===== src/rtl/wdt_pkg.sv =====
// Shared constants for the indexed-port watchdog and its host controller.
// Assumes a single 100 MHz clock for both ends.
package wdt_pkg;
    // ==========================================================
    // I/O port selection and key bytes.
    localparam logic PORT_ADDR = 1'b0;
    localparam logic PORT_DATA = 1'b1;
    localparam logic [7:0] KEY_UNLOCK = 8'h87;
    localparam logic [7:0] KEY_LOCK = 8'hAA;
    // ==========================================================
    // Register indices and values.
    localparam logic [7:0] IDX_BANK_SELECT = 8'h07;
    localparam logic [7:0] IDX_FUNCTION_ACTIVATE = 8'h30;
    localparam logic [7:0] IDX_COUNT_UNIT_SELECT = 8'hF5;
    localparam logic [7:0] IDX_TIMEOUT_COUNT = 8'hF6;
    localparam logic [7:0] IDX_WATCHDOG_CONTROL_STATUS = 8'hF7;
    localparam logic [7:0] BANK_WATCHDOG = 8'h08;
    localparam logic [7:0] BANK_RESET = 8'h00;
    localparam logic [7:0] ACTIVATE_ON = 8'h01;
    localparam logic [7:0] COUNT_RESET = 8'h00;
    localparam logic [7:0] BYTE_ZERO = 8'h00;
    localparam int BIT_ENABLE = 0;
    localparam int BIT_UNIT_MIN = 3;
    localparam int BIT_STATUS = 4;
    localparam int BIT_FORCE = 5;
    localparam int BIT_KBD_EN = 6;
    // ==========================================================
    // Timing.
    localparam int CLK_HZ = 100_000_000;
    localparam int TICK_PERIOD_S = 1;
    localparam int SEC_CYCLES = TICK_PERIOD_S * CLK_HZ;
    localparam int SECS_PER_MIN = 60;
    // ==========================================================
    // Host controller register map over AHB-Lite.
    localparam logic [7:0] OFS_CMD = 8'h00;
    localparam logic [7:0] OFS_STATUS = 8'h04;
    localparam logic [7:0] OFS_INT_STAT = 8'h08;
    localparam logic [7:0] OFS_INT_MASK = 8'h0C;
    localparam logic [1:0] OP_ADDR_WRITE = 2'h0;
    localparam logic [1:0] OP_REG_WRITE = 2'h1;
    localparam logic [1:0] OP_REG_READ = 2'h2;
    localparam logic [31:0] WORD_ZERO = 32'h0000_0000;
endpackage : wdt_pkg


===== src/rtl/io_port_if.sv =====
// Index/data I/O port link between host controller and watchdog device.
// Assumes both ends share mclk; strobes are one-cycle pulses.
`timescale 1ns/1ns
interface io_port_if;
    // Request from host: one-cycle write or read strobe.
    logic io_wr;
    logic io_rd;
    logic io_port_sel;
    logic [7:0] io_wdata;
    // Answer from device: one-cycle acknowledge, read data with it.
    logic io_ack;
    logic [7:0] io_rdata;
    modport dev (input io_wr, input io_rd, input io_port_sel, input io_wdata,
                 output io_ack, output io_rdata);
    modport host (output io_wr, output io_rd, output io_port_sel, output io_wdata,
                  input io_ack, input io_rdata);
endinterface : io_port_if


===== src/rtl/wdt_device.sv =====
// Watchdog timer reached through an index port and a data port.
// Assumes the host issues one strobe at a time and waits for io_ack.
// Contract
// - Index via address port, value via data port.
// - Two consecutive unlock keys open configuration.
// - Lock key closes configuration.
// - Bank value selects the watchdog registers.
// - Disabled at reset; activation write enables.
// - Unit bit three: seconds or minutes.
// - Count zero stops; 1 to 255 periods.
// - Lengths 1 to 255 seconds or minutes.
// - Count write restarts countdown from value.
// - Expiry asserts interrupt or reset output.
// - Jumper input routes expiry to reset/interrupt.
// - Interrupt low, held until timer restarted.
// - Control bit six lets keyboard restart.
// - Control bit five forces timeout, self-clears.
// - Control bit four reads timeout status.
`timescale 1ns/1ns
module wdt_device
    import wdt_pkg::*;
#(
    parameter int SEC_CYC = SEC_CYCLES
) (
    // Clock and reset.
    input wire logic mclk,
    input wire logic reset_n,
    // Host link.
    io_port_if.dev io,
    // Board inputs.
    input wire logic kbd_activity,
    input wire logic reset_or_irq_select_jumper,
    // Timeout outputs.
    output logic wdt_irq_n,
    output logic wdt_sys_reset
);
    localparam int DW = $clog2(SEC_CYC + 1);
    localparam logic [DW-1:0] SEC_LAST = DW'(SEC_CYC - 1);
    localparam logic [5:0] MIN_LAST = 6'(SECS_PER_MIN - 1);
    localparam logic [7:0] COUNT_ONE = 8'h01;

    // ==========================================================
    // Port decode.
    logic unlocked_r;
    logic key_seen_r;
    logic [7:0] index_r;
    logic [7:0] bank_r;
    logic enable_r;
    logic unit_min_r;
    logic kbd_en_r;
    logic [7:0] count_r;
    logic [7:0] load_r;
    logic expired_r;
    logic [DW-1:0] sec_div_r;
    logic [5:0] min_div_r;
    logic addr_wr;
    logic data_wr;
    logic wd_bank;
    logic wr_count;
    logic wr_ctrl;
    logic sec_tick;
    logic unit_tick;
    logic kbd_restart;
    logic restart;
    logic force_evt;
    logic expire_evt;
    logic running;

    // Address-port writes carry keys or indices; data-port writes need unlock.
    assign addr_wr = io.io_wr && (io.io_port_sel == PORT_ADDR);
    assign data_wr = io.io_wr && (io.io_port_sel == PORT_DATA) && unlocked_r;
    assign wd_bank = (bank_r == BANK_WATCHDOG);
    assign wr_count = data_wr && wd_bank && (index_r == IDX_TIMEOUT_COUNT);
    assign wr_ctrl = data_wr && wd_bank && (index_r == IDX_WATCHDOG_CONTROL_STATUS);

    // Key sequence: any other address byte breaks a half-entered unlock.
    always_ff @(posedge mclk or negedge reset_n) begin
        if (!reset_n) begin
            unlocked_r <= 1'b0;
            key_seen_r <= 1'b0;
        end else if (addr_wr) begin
            if (!unlocked_r) begin
                key_seen_r <= (io.io_wdata == KEY_UNLOCK) && !key_seen_r;
                unlocked_r <= (io.io_wdata == KEY_UNLOCK) && key_seen_r;
            end else if (io.io_wdata == KEY_LOCK) begin
                unlocked_r <= 1'b0;
                key_seen_r <= 1'b0;
            end
        end
    end

    // Index register; only loaded while unlocked and never with the lock key, so the lock key and the locked-state unlock keys never become indices.
    always_ff @(posedge mclk or negedge reset_n) begin
        if (!reset_n) begin
            index_r <= BYTE_ZERO;
        end else if (addr_wr && unlocked_r && (io.io_wdata != KEY_LOCK)) begin
            index_r <= io.io_wdata;
        end
    end

    // ==========================================================
    // Configuration registers.
    always_ff @(posedge mclk or negedge reset_n) begin
        if (!reset_n) begin
            bank_r <= BANK_RESET;
            enable_r <= 1'b0;
            unit_min_r <= 1'b0;
            kbd_en_r <= 1'b0;
        end else if (data_wr) begin
            if (index_r == IDX_BANK_SELECT) begin
                bank_r <= io.io_wdata;
            end
            if (wd_bank && (index_r == IDX_FUNCTION_ACTIVATE)) begin
                enable_r <= (io.io_wdata == ACTIVATE_ON);
            end
            if (wd_bank && (index_r == IDX_COUNT_UNIT_SELECT)) begin
                unit_min_r <= io.io_wdata[BIT_UNIT_MIN];
            end
            if (wr_ctrl) begin
                kbd_en_r <= io.io_wdata[BIT_KBD_EN];
            end
        end
    end

    // ==========================================================
    // Tick dividers. A restart realigns them so a fresh count gets full periods.
    assign sec_tick = (sec_div_r == SEC_LAST);
    assign unit_tick = sec_tick && (!unit_min_r || (min_div_r == MIN_LAST));

    always_ff @(posedge mclk or negedge reset_n) begin
        if (!reset_n) begin
            sec_div_r <= '0;
        end else if (restart || sec_tick) begin
            sec_div_r <= '0;
        end else begin
            sec_div_r <= sec_div_r + 1'b1;
        end
    end

    always_ff @(posedge mclk or negedge reset_n) begin
        if (!reset_n) begin
            min_div_r <= '0;
        end else if (restart || unit_tick) begin
            min_div_r <= '0;
        end else if (sec_tick) begin
            min_div_r <= min_div_r + 1'b1;
        end
    end

    // ==========================================================
    // Countdown.
    assign kbd_restart = kbd_en_r && kbd_activity;
    assign restart = wr_count || kbd_restart;
    assign running = enable_r && (count_r != COUNT_RESET);
    assign force_evt = wr_ctrl && io.io_wdata[BIT_FORCE];
    assign expire_evt = (running && unit_tick && (count_r == COUNT_ONE) && !restart)
                        || force_evt;

    always_ff @(posedge mclk or negedge reset_n) begin
        if (!reset_n) begin
            count_r <= COUNT_RESET;
            load_r <= COUNT_RESET;
        end else if (wr_count) begin
            count_r <= io.io_wdata;
            load_r <= io.io_wdata;
        end else if (kbd_restart) begin
            count_r <= load_r;
        end else if (running && unit_tick) begin
            count_r <= count_r - 1'b1;
        end
    end

    // Timeout status is sticky; a forced timeout beats a same-cycle restart, and a restart cancels a same-cycle countdown expiry.
    always_ff @(posedge mclk or negedge reset_n) begin
        if (!reset_n) begin
            expired_r <= 1'b0;
        end else if (expire_evt) begin
            expired_r <= 1'b1;
        end else if (restart) begin
            expired_r <= 1'b0;
        end
    end

    // ==========================================================
    // Timeout outputs, registered; jumper high routes to the interrupt line.
    always_ff @(posedge mclk or negedge reset_n) begin
        if (!reset_n) begin
            wdt_irq_n <= 1'b1;
            wdt_sys_reset <= 1'b0;
        end else begin
            wdt_irq_n <= !(expired_r && reset_or_irq_select_jumper);
            wdt_sys_reset <= expired_r && !reset_or_irq_select_jumper;
        end
    end

    // ==========================================================
    // Answer: one-cycle ack for every strobe, read data beside it.
    always_ff @(posedge mclk or negedge reset_n) begin
        if (!reset_n) begin
            io.io_ack <= 1'b0;
            io.io_rdata <= BYTE_ZERO;
        end else begin
            io.io_ack <= io.io_wr || io.io_rd;
            io.io_rdata <= BYTE_ZERO;
            if (io.io_rd && (io.io_port_sel == PORT_DATA) && unlocked_r && wd_bank) begin
                case (index_r)
                    IDX_FUNCTION_ACTIVATE: io.io_rdata[BIT_ENABLE] <= enable_r;
                    IDX_COUNT_UNIT_SELECT: io.io_rdata[BIT_UNIT_MIN] <= unit_min_r;
                    IDX_TIMEOUT_COUNT: io.io_rdata <= count_r;
                    IDX_WATCHDOG_CONTROL_STATUS: begin
                        io.io_rdata[BIT_KBD_EN] <= kbd_en_r;
                        io.io_rdata[BIT_STATUS] <= expired_r;
                    end
                    default: io.io_rdata <= BYTE_ZERO;
                endcase
            end else if (io.io_rd && (io.io_port_sel == PORT_ADDR)) begin
                io.io_rdata <= index_r;
            end
        end
    end
endmodule : wdt_device


===== src/flat_wrapper.sv =====
// flat-port wrapper written by rule: the top's interface ports become plain ports
module wdt_device_flat import wdt_pkg::*;
#(
    parameter int SEC_CYC = SEC_CYCLES
)
  (mclk, reset_n, kbd_activity, reset_or_irq_select_jumper, wdt_irq_n, wdt_sys_reset, io_io_wr, io_io_rd, io_io_port_sel, io_io_wdata, io_io_ack, io_io_rdata);
  io_port_if io_i ();
  input wire logic mclk;
  input wire logic reset_n;
  input wire logic kbd_activity;
  input wire logic reset_or_irq_select_jumper;
  output logic wdt_irq_n;
  output logic wdt_sys_reset;
  input wire logic [$bits(io_i.io_wr)-1:0] io_io_wr;
  input wire logic [$bits(io_i.io_rd)-1:0] io_io_rd;
  input wire logic [$bits(io_i.io_port_sel)-1:0] io_io_port_sel;
  input wire logic [$bits(io_i.io_wdata)-1:0] io_io_wdata;
  output wire logic [$bits(io_i.io_ack)-1:0] io_io_ack;
  output wire logic [$bits(io_i.io_rdata)-1:0] io_io_rdata;
  assign io_i.io_wr = io_io_wr;
  assign io_i.io_rd = io_io_rd;
  assign io_i.io_port_sel = io_io_port_sel;
  assign io_i.io_wdata = io_io_wdata;
  assign io_io_ack = io_i.io_ack;
  assign io_io_rdata = io_i.io_rdata;
  wdt_device #(.SEC_CYC(SEC_CYC)) u_core (.mclk(mclk), .reset_n(reset_n), .io(io_i), .kbd_activity(kbd_activity), .reset_or_irq_select_jumper(reset_or_irq_select_jumper), .wdt_irq_n(wdt_irq_n), .wdt_sys_reset(wdt_sys_reset));
endmodule

===== config.mk =====
export PLATFORM = sky130hd
export DESIGN_NAME = wdt_device_flat
export DESIGN_NICKNAME = d
export VERILOG_FILES = /design/src/rtl/wdt_pkg.sv /design/src/rtl/io_port_if.sv /design/src/rtl/wdt_device.sv /design/src/flat_wrapper.sv
export SDC_FILE = /design/constraint.sdc
export NUM_CORES = 1
export LEC_CHECK = 0
export BUFFER_PORTS_ARGS = -buffer_cell sky130_fd_sc_hd__buf_2
export CORE_MARGIN = 1
export CORE_UTILIZATION = 63
export CTS_BUF_LIST = sky130_fd_sc_hd__clkbuf_4 sky130_fd_sc_hd__clkbuf_8
export CTS_CLUSTER_DIAMETER = 80
export DETAILED_ROUTE_END_ITERATION = 7
export MAX_ROUTING_LAYER = met4
export PLACE_DENSITY = 0.82
export SYNTH_ARGS = -nofsm -noshare
export SYNTH_HDL_FRONTEND = slang
export SYNTH_SLANG_ARGS = --single-unit

===== constraint.sdc =====
create_clock -name mclk -period 2.5 [get_ports mclk]
set_input_delay 0.5 -clock mclk [delete_from_list [all_inputs] [get_ports mclk]]
set_output_delay 0.5 -clock mclk [all_outputs]
set_load 0.05 [all_outputs]

## After elaboration in Yosys (flattened, before gate mapping)

Cells that the tools add are included.

- Output and inout bits: 11
- Register bits: 82

- Add/sub/neg operators: 3
- Muxes and demuxes: 21
- Equality and inequality tests: 14
- Reduce and logical (&&, ||, !) cells: 45
- Bitwise gates (word level): 1

Operators with widths:

| operator | count |
|---|---|
| 8-bit equality test (second input constant) | 5 |
| 8-bit 2-to-1 mux | 5 |
| 27-bit by 1-bit adder with 27-bit output (second input constant) | 1 |
| 27-bit equality test (second input constant) | 1 |
| 27-bit 2-to-1 mux | 1 |
| 1-bit logical AND | 25 |
| 8-bit by 1-bit equality test with 1-bit output (second input constant) | 2 |
| 6-bit 2-to-1 mux | 2 |
| 2-bit AND reduction | 5 |
| 8-bit by 3-bit equality test with 1-bit output (second input constant) | 1 |
| 8-bit by 4-bit equality test with 1-bit output (second input constant) | 1 |
| 8-bit by 6-bit equality test with 1-bit output (second input constant) | 1 |
| 1-bit 2-to-1 mux | 8 |
| 8-bit != test (second input constant) | 1 |
| 1-bit one-hot mux with 2 select lines | 4 |
| 8-bit nonzero test | 1 |
| 8-bit by 1-bit subtractor with 8-bit output (second input constant) | 1 |
| 6-bit by 1-bit adder with 6-bit output (second input constant) | 1 |
| 6-bit equality test (second input constant) | 1 |
| 1-bit logical OR | 6 |
| 1-bit zero test | 5 |
| 2-bit nonzero test | 2 |
| 3-bit nonzero test | 1 |
| 2-bit 2-to-1 mux | 1 |
| other kinds (2) | 2 |

## Depth between registers and ports, before layout

- Depth in word-level cells: 9
- Gate-level depth with buffers: 9
- Gate-level depth less buffers: 7

## Worst setup path after synthesis

Ideal clock, no wire load.

- Path type: input-to-reg
- Start: input port io_io_port_sel
- End: register u_core.min_div_r[0]
- Library setup time: 0.074 ns
- Path buffers: 3
- Arrival: 1.936 ns
- Stages: 8
- Path slack: 0.489 ns
- Cell sequence: buf_6 > and3_1 > and3_4 > buf_6 > and2_4 > buf_6 > or4_4 > o21ai_2

- Word-level cells in the longest chain between the ends: 7

Ends and longest elaborated chain:

| item | line | text |
|---|---|---|
| start, declared | flat_wrapper.sv:16 | `input wire logic [$bits(io_i.io_port_sel)-1:0] io_io_port_sel;` |
| 1-bit logical AND * (2 in a row) | wdt_device.sv:71 | `assign data_wr = io.io_wr && (io.io_port_sel == PORT_DATA) && unlocked_r;` |
| 1-bit logical AND * (2 in a row) | wdt_device.sv:73 | `assign wr_count = data_wr && wd_bank && (index_r == IDX_TIMEOUT_COUNT);` |
| 1-bit logical OR * | wdt_device.sv:153 | `assign restart = wr_count \|\| kbd_restart;` |
| 1-bit logical OR * | wdt_device.sv:143 | `end else if (restart \|\| unit_tick) begin` |
| 6-bit 2-to-1 mux / 2-bit nonzero test (equally long branches) | n/a |  |
| end signal, assigned | wdt_device.sv:146 | `min_div_r <= min_div_r + 1'b1;` |
| end, declared | wdt_device.sv:55 | `logic [5:0] min_div_r;` |

Mark *: on every way between the ends. The rest lies on a longest branch, timed or not.
A chain may end at the register's enable or synchronous reset.

## Worst setup path in the final report

- Start: register u_core.min_div_r[0]
- End: register u_core.count_r[2]

- Word-level cells in the longest chain between the ends: 5

Ends and longest elaborated chain:

| item | line | text |
|---|---|---|
| 6-bit equality test | wdt_device.sv:128 | `assign unit_tick = sec_tick && (!unit_min_r \|\| (min_div_r == MIN_LAST));` |
| 1-bit logical OR | wdt_device.sv:128 |  |
| 1-bit logical AND | wdt_device.sv:128 |  |
| 1-bit logical AND | wdt_device.sv:168 | `end else if (running && unit_tick) begin` |
| 3-bit nonzero test (no line) | n/a |  |
| end signal, assigned | wdt_device.sv:164 | `count_r <= io.io_wdata;` |
| end signal, assigned | wdt_device.sv:167 | `count_r <= load_r;` |
| end signal, assigned | wdt_device.sv:169 | `count_r <= count_r - 1'b1;` |
| end, declared | wdt_device.sv:51 | `logic [7:0] count_r;` |

Every way passes these cells.

==> qor.csv <==
stage;metric;value;unit
placed_design;dp_hpwl;6080;um
synthesis;ys_ff_latch;82;
power;power_leakage;1.98;nW
placed_design;pre_cts_ws;0.318;ns
power;power-per-cell-area;497;nW/um^2
power;p_seq_share;58.1;%
timing;slew_viol_final;0;
outcome;violations;design-rule violations;
drt;drtIter0Drc;147;
setup_path;arrival;2.45;ns
final_layout;layout.area.seq;2050;sq um
clock_tree;cts_made_buffers;9;
drt;wire_per_inst;16.7;um
clock_tree;clockBufferDepth;2;
die;rows;29;
die;boundaryPins;26;
timing;slew-limit-headroom;57.5;%
final_layout;nFillCells;453;
synthesis;synth_fa_ha_area_share;1.48;%
final_layout;antenna-diode-count;0;
clock_tree;cts-root-buf;clkbuf_8;
setup_path;critical_path.endpoint_type;flop;
setup_path;required;2.74;ns
timing;grt_setup_unrepaired;false;
clock_tree;clk_latency;0.35;ns
timing;fin_worst_skew;0.0129;ns
die;start_util;65.9;%
setup_path;crit_type;flop to flop;
die;die_height;84.0;um
clock_tree;cts_tree;yes;
global_routing;grt_pass1_vias;3031;
setup_path;reg2reg_depth;6;
drt;drt-total-wl;8410;um
synthesis;synth_cells;395;
clock_tree;ctsHtreeMaxLevel;3;
drt;antenna_left;0;
min_path;worst_hold_path_type;input port to asynchronous set/reset pin;
global_routing;grt_overflow;0;
power;swShare;22.9;%
synthesis;yosys_warnings;0;
setup_path;critical_path.cell_chain;ha_1, nand4_1, o21ai_0, or4b_4, nand2_4, mux2_2;
clock_tree;cts_resized;0;
power;switchingPower;0.523;mW
timing;setup_viol_count_final;0;
setup_path;startpoint_type;flop;
power;vdd_drop_max;464;uV
synthesis;synth_simple_gate_area_share;23.0;%
placed_design;portBuffers;25;
final_layout;drive_gt1_share;21.8;%
timing;worst_slack;0.286;ns
drt;viasPerCell;6.05;
final_layout;layout.nets;441;
synthesis;synth_top_area_share;47.9;%
power;p_clk_share;38.9;%
power;p_int;1.76;mW
power;combPwrFrac;3.0;%
synthesis;synth.avg_cell_area;10.7;sq um
synthesis;synth_top_family_by_area;simple AND/OR/NAND/NOR gates;
clock_tree;clk_pin_slew;0.08;ns
timing;setup_tns;0;ns
timing;period_needed;2.21;ns
synthesis;synth_area_leaders;dfrtp_1 48%, mux2_2 8.5%, xnor2_1 4.1%, nor2_1 3.5%, nand2_1 2.7%;
setup_path;critPathLaunch;u_core.min_div_r[0];
synthesis;synth-main-ff-cell;dfrtp_1;
setup_path;slowest_stage;or4b_4;
synthesis;synth-async-reset-ratio;100;%
synthesis;synth_xor_area_share;5.58;%
synthesis;ys_types;62;
timing;fmax;452;MHz
final_layout;multi_input_area;2050;sq um
drt;drt_pass1_iterations;7;
synthesis;post-synth-top-area-cell;dfrtp_1;
clock_tree;cts_sinks;82;
setup_path;crit_path_max_incr_delay;0.54;ns
global_routing;antenna_found_initial;0;
die;core;6420;sq um
timing;hold_viol;0;
drt;route.detailed.drc;2;
outcome;status;finished, violations left;
global_routing;grt_max_degree;49;
drt;vias;3041;
flow_run;drv_cap;0;
clock_tree;post_cts_buffers;0;
timing;tightest_slew;0.632;ns
die;die_area;7050;sq um
synthesis;synth_mux_area_share;11.7;%
synthesis;synth_area;4240;sq um
timing;fin_worst_hold_slack;0.0944;ns
final_layout;syn_to_final_growth;8.45;%
synthesis;synth_edf_count;0;
global_routing;grt_usage;27.2;%
synthesis;yosysSeqAreaShare;48.5;%
placed_design;place_congestion;0.952;
timing;period_share;88.5;%
synthesis;synth_compound_area_share;6.65;%
setup_path;r2r_start;u_core.min_div_r[0];
synthesis;synth_fp_nets;415;
global_routing;grt_pass1_wl;14600;um
die;die_w;84.0;um
setup_path;cp_max_fo;7;
clock_tree;hold_buffers;0;
cells in the final DEF (no fill, tap or decap), drive strengths merged, types with 7 or more instances in the layout:
| cell type | instances |
|---|---|
| mux2i | 8 |
| nor2 | 39 |
| clkbuf | 11 |
| mux2 | 37 |
| dfrtp | 81 |
| o21ai | 16 |
| xor2 | 7 |
| nand3 | 19 |
| nand2 | 32 |
| xnor2 | 20 |
| buf | 28 |
| nand4 | 9 |
| nor4 | 11 |
| nor3 | 13 |
| inv | 11 |
path summary, 6_finish.rpt:
check / end / slack, ns
max: u_core.count_r[2] / 0.29
min: u_core.sec_div_r[13] / 0.09
max reg2reg: u_core.count_r[2] / 0.29
min reg2reg: u_core.wdt_irq_n / 0.43
max in group asynchronous: u_core.index_r[2] / 1.80
min in group mclk: u_core.wdt_irq_n / 0.28
sequential cells by signal, indices dropped and copies added (netlist names):
signal,cells
u_core.unit_min_r,1
u_core.count_r,8
u_core.bank_r,8
u_core.key_seen_r,1
u_core.wdt_sys_reset,1
u_core.enable_r,1
u_core.index_r,8
u_core.io.io_rdata,8
u_core.io.io_ack,1
u_core.wdt_irq_n,1
u_core.min_div_r,6
u_core.sec_div_r,27
u_core.load_r,8
u_core.expired_r,1
u_core.kbd_en_r,1
u_core.unlocked_r,1
final cells by class:
class                      count  share of cell area, %
clock buffer                  11                   3.30
timing repair buffer          28                   3.54
inverter                      11                  0.899
sequential                    82                   44.7
clock inverter                 5                  0.844
multi-input combinational    289                   44.6
tap                           77                   2.10
cells by family after synthesis:
logic type / count (synthesis)
and+or+nand+nor: 170
DFF: 82
muxes: 45
AOI/OAI and AO/OA: 42
xor gates and xnor gates: 27
buffers and inverters: 24
adders and majority gates: 5
synthesized netlist by cell type, types with 7 or more instances:
cell and instances:
dfrtp_1 81, nor2_1 39, mux2_2 32, nand2_1 31, xnor2_1 20, nand3_1 19, nor3_1 13, o21ai_0 13
inv_1 10, nand4_1 9, nor4_1 9, mux2i_1 8, xor2_1 7
per-layer routing:
layer  up-vias  routed length [um]  part of all wire, %  track usage (%)
li1       1471                   -                    -                -
met1      1485                3610                   43             33.4
met2        71                4350                   52             45.6
met3        14                 328                  3.9             4.55
met4         0                 127                  1.5             10.0
met5         -                   0                    0                -
metrics by stage:
step	instance area, sq um	util (%)	instances	power (mW)
floorplan	4240	-	395	1.37
global placement	4400	68.6	487	1.42
global route	4590	71.5	503	2.36
detailed placement	4400	68.6	487	1.42
CTS	4590	71.5	503	2.31
finish	4590	71.5	503	2.28
power by group through the flow:
| stage | logic [mW] | registers (mW) | clock network, mW |
|---|---|---|---|
| finish | 0.0679 | 1.33 | 0.889 |
| detailed placement | 0.0698 | 1.35 | 0 |
| global placement | 0.0688 | 1.35 | 0 |
| CTS | 0.0701 | 1.33 | 0.912 |
| floorplan | 0.0101 | 1.36 | 0 |
| global route | 0.0773 | 1.33 | 0.955 |
critical path: cells and delay by family, from the launching register on:
family,cells,cell delay (ns)
AO/OA/AOI/OAI,1,0.30
adder cells (fa/ha/maj),1,0.24
flip-flops,1,0.43
multiplexers,1,0.35
AND/OR/NAND/NOR,3,0.78
Power figures use the tool's default switching activity.
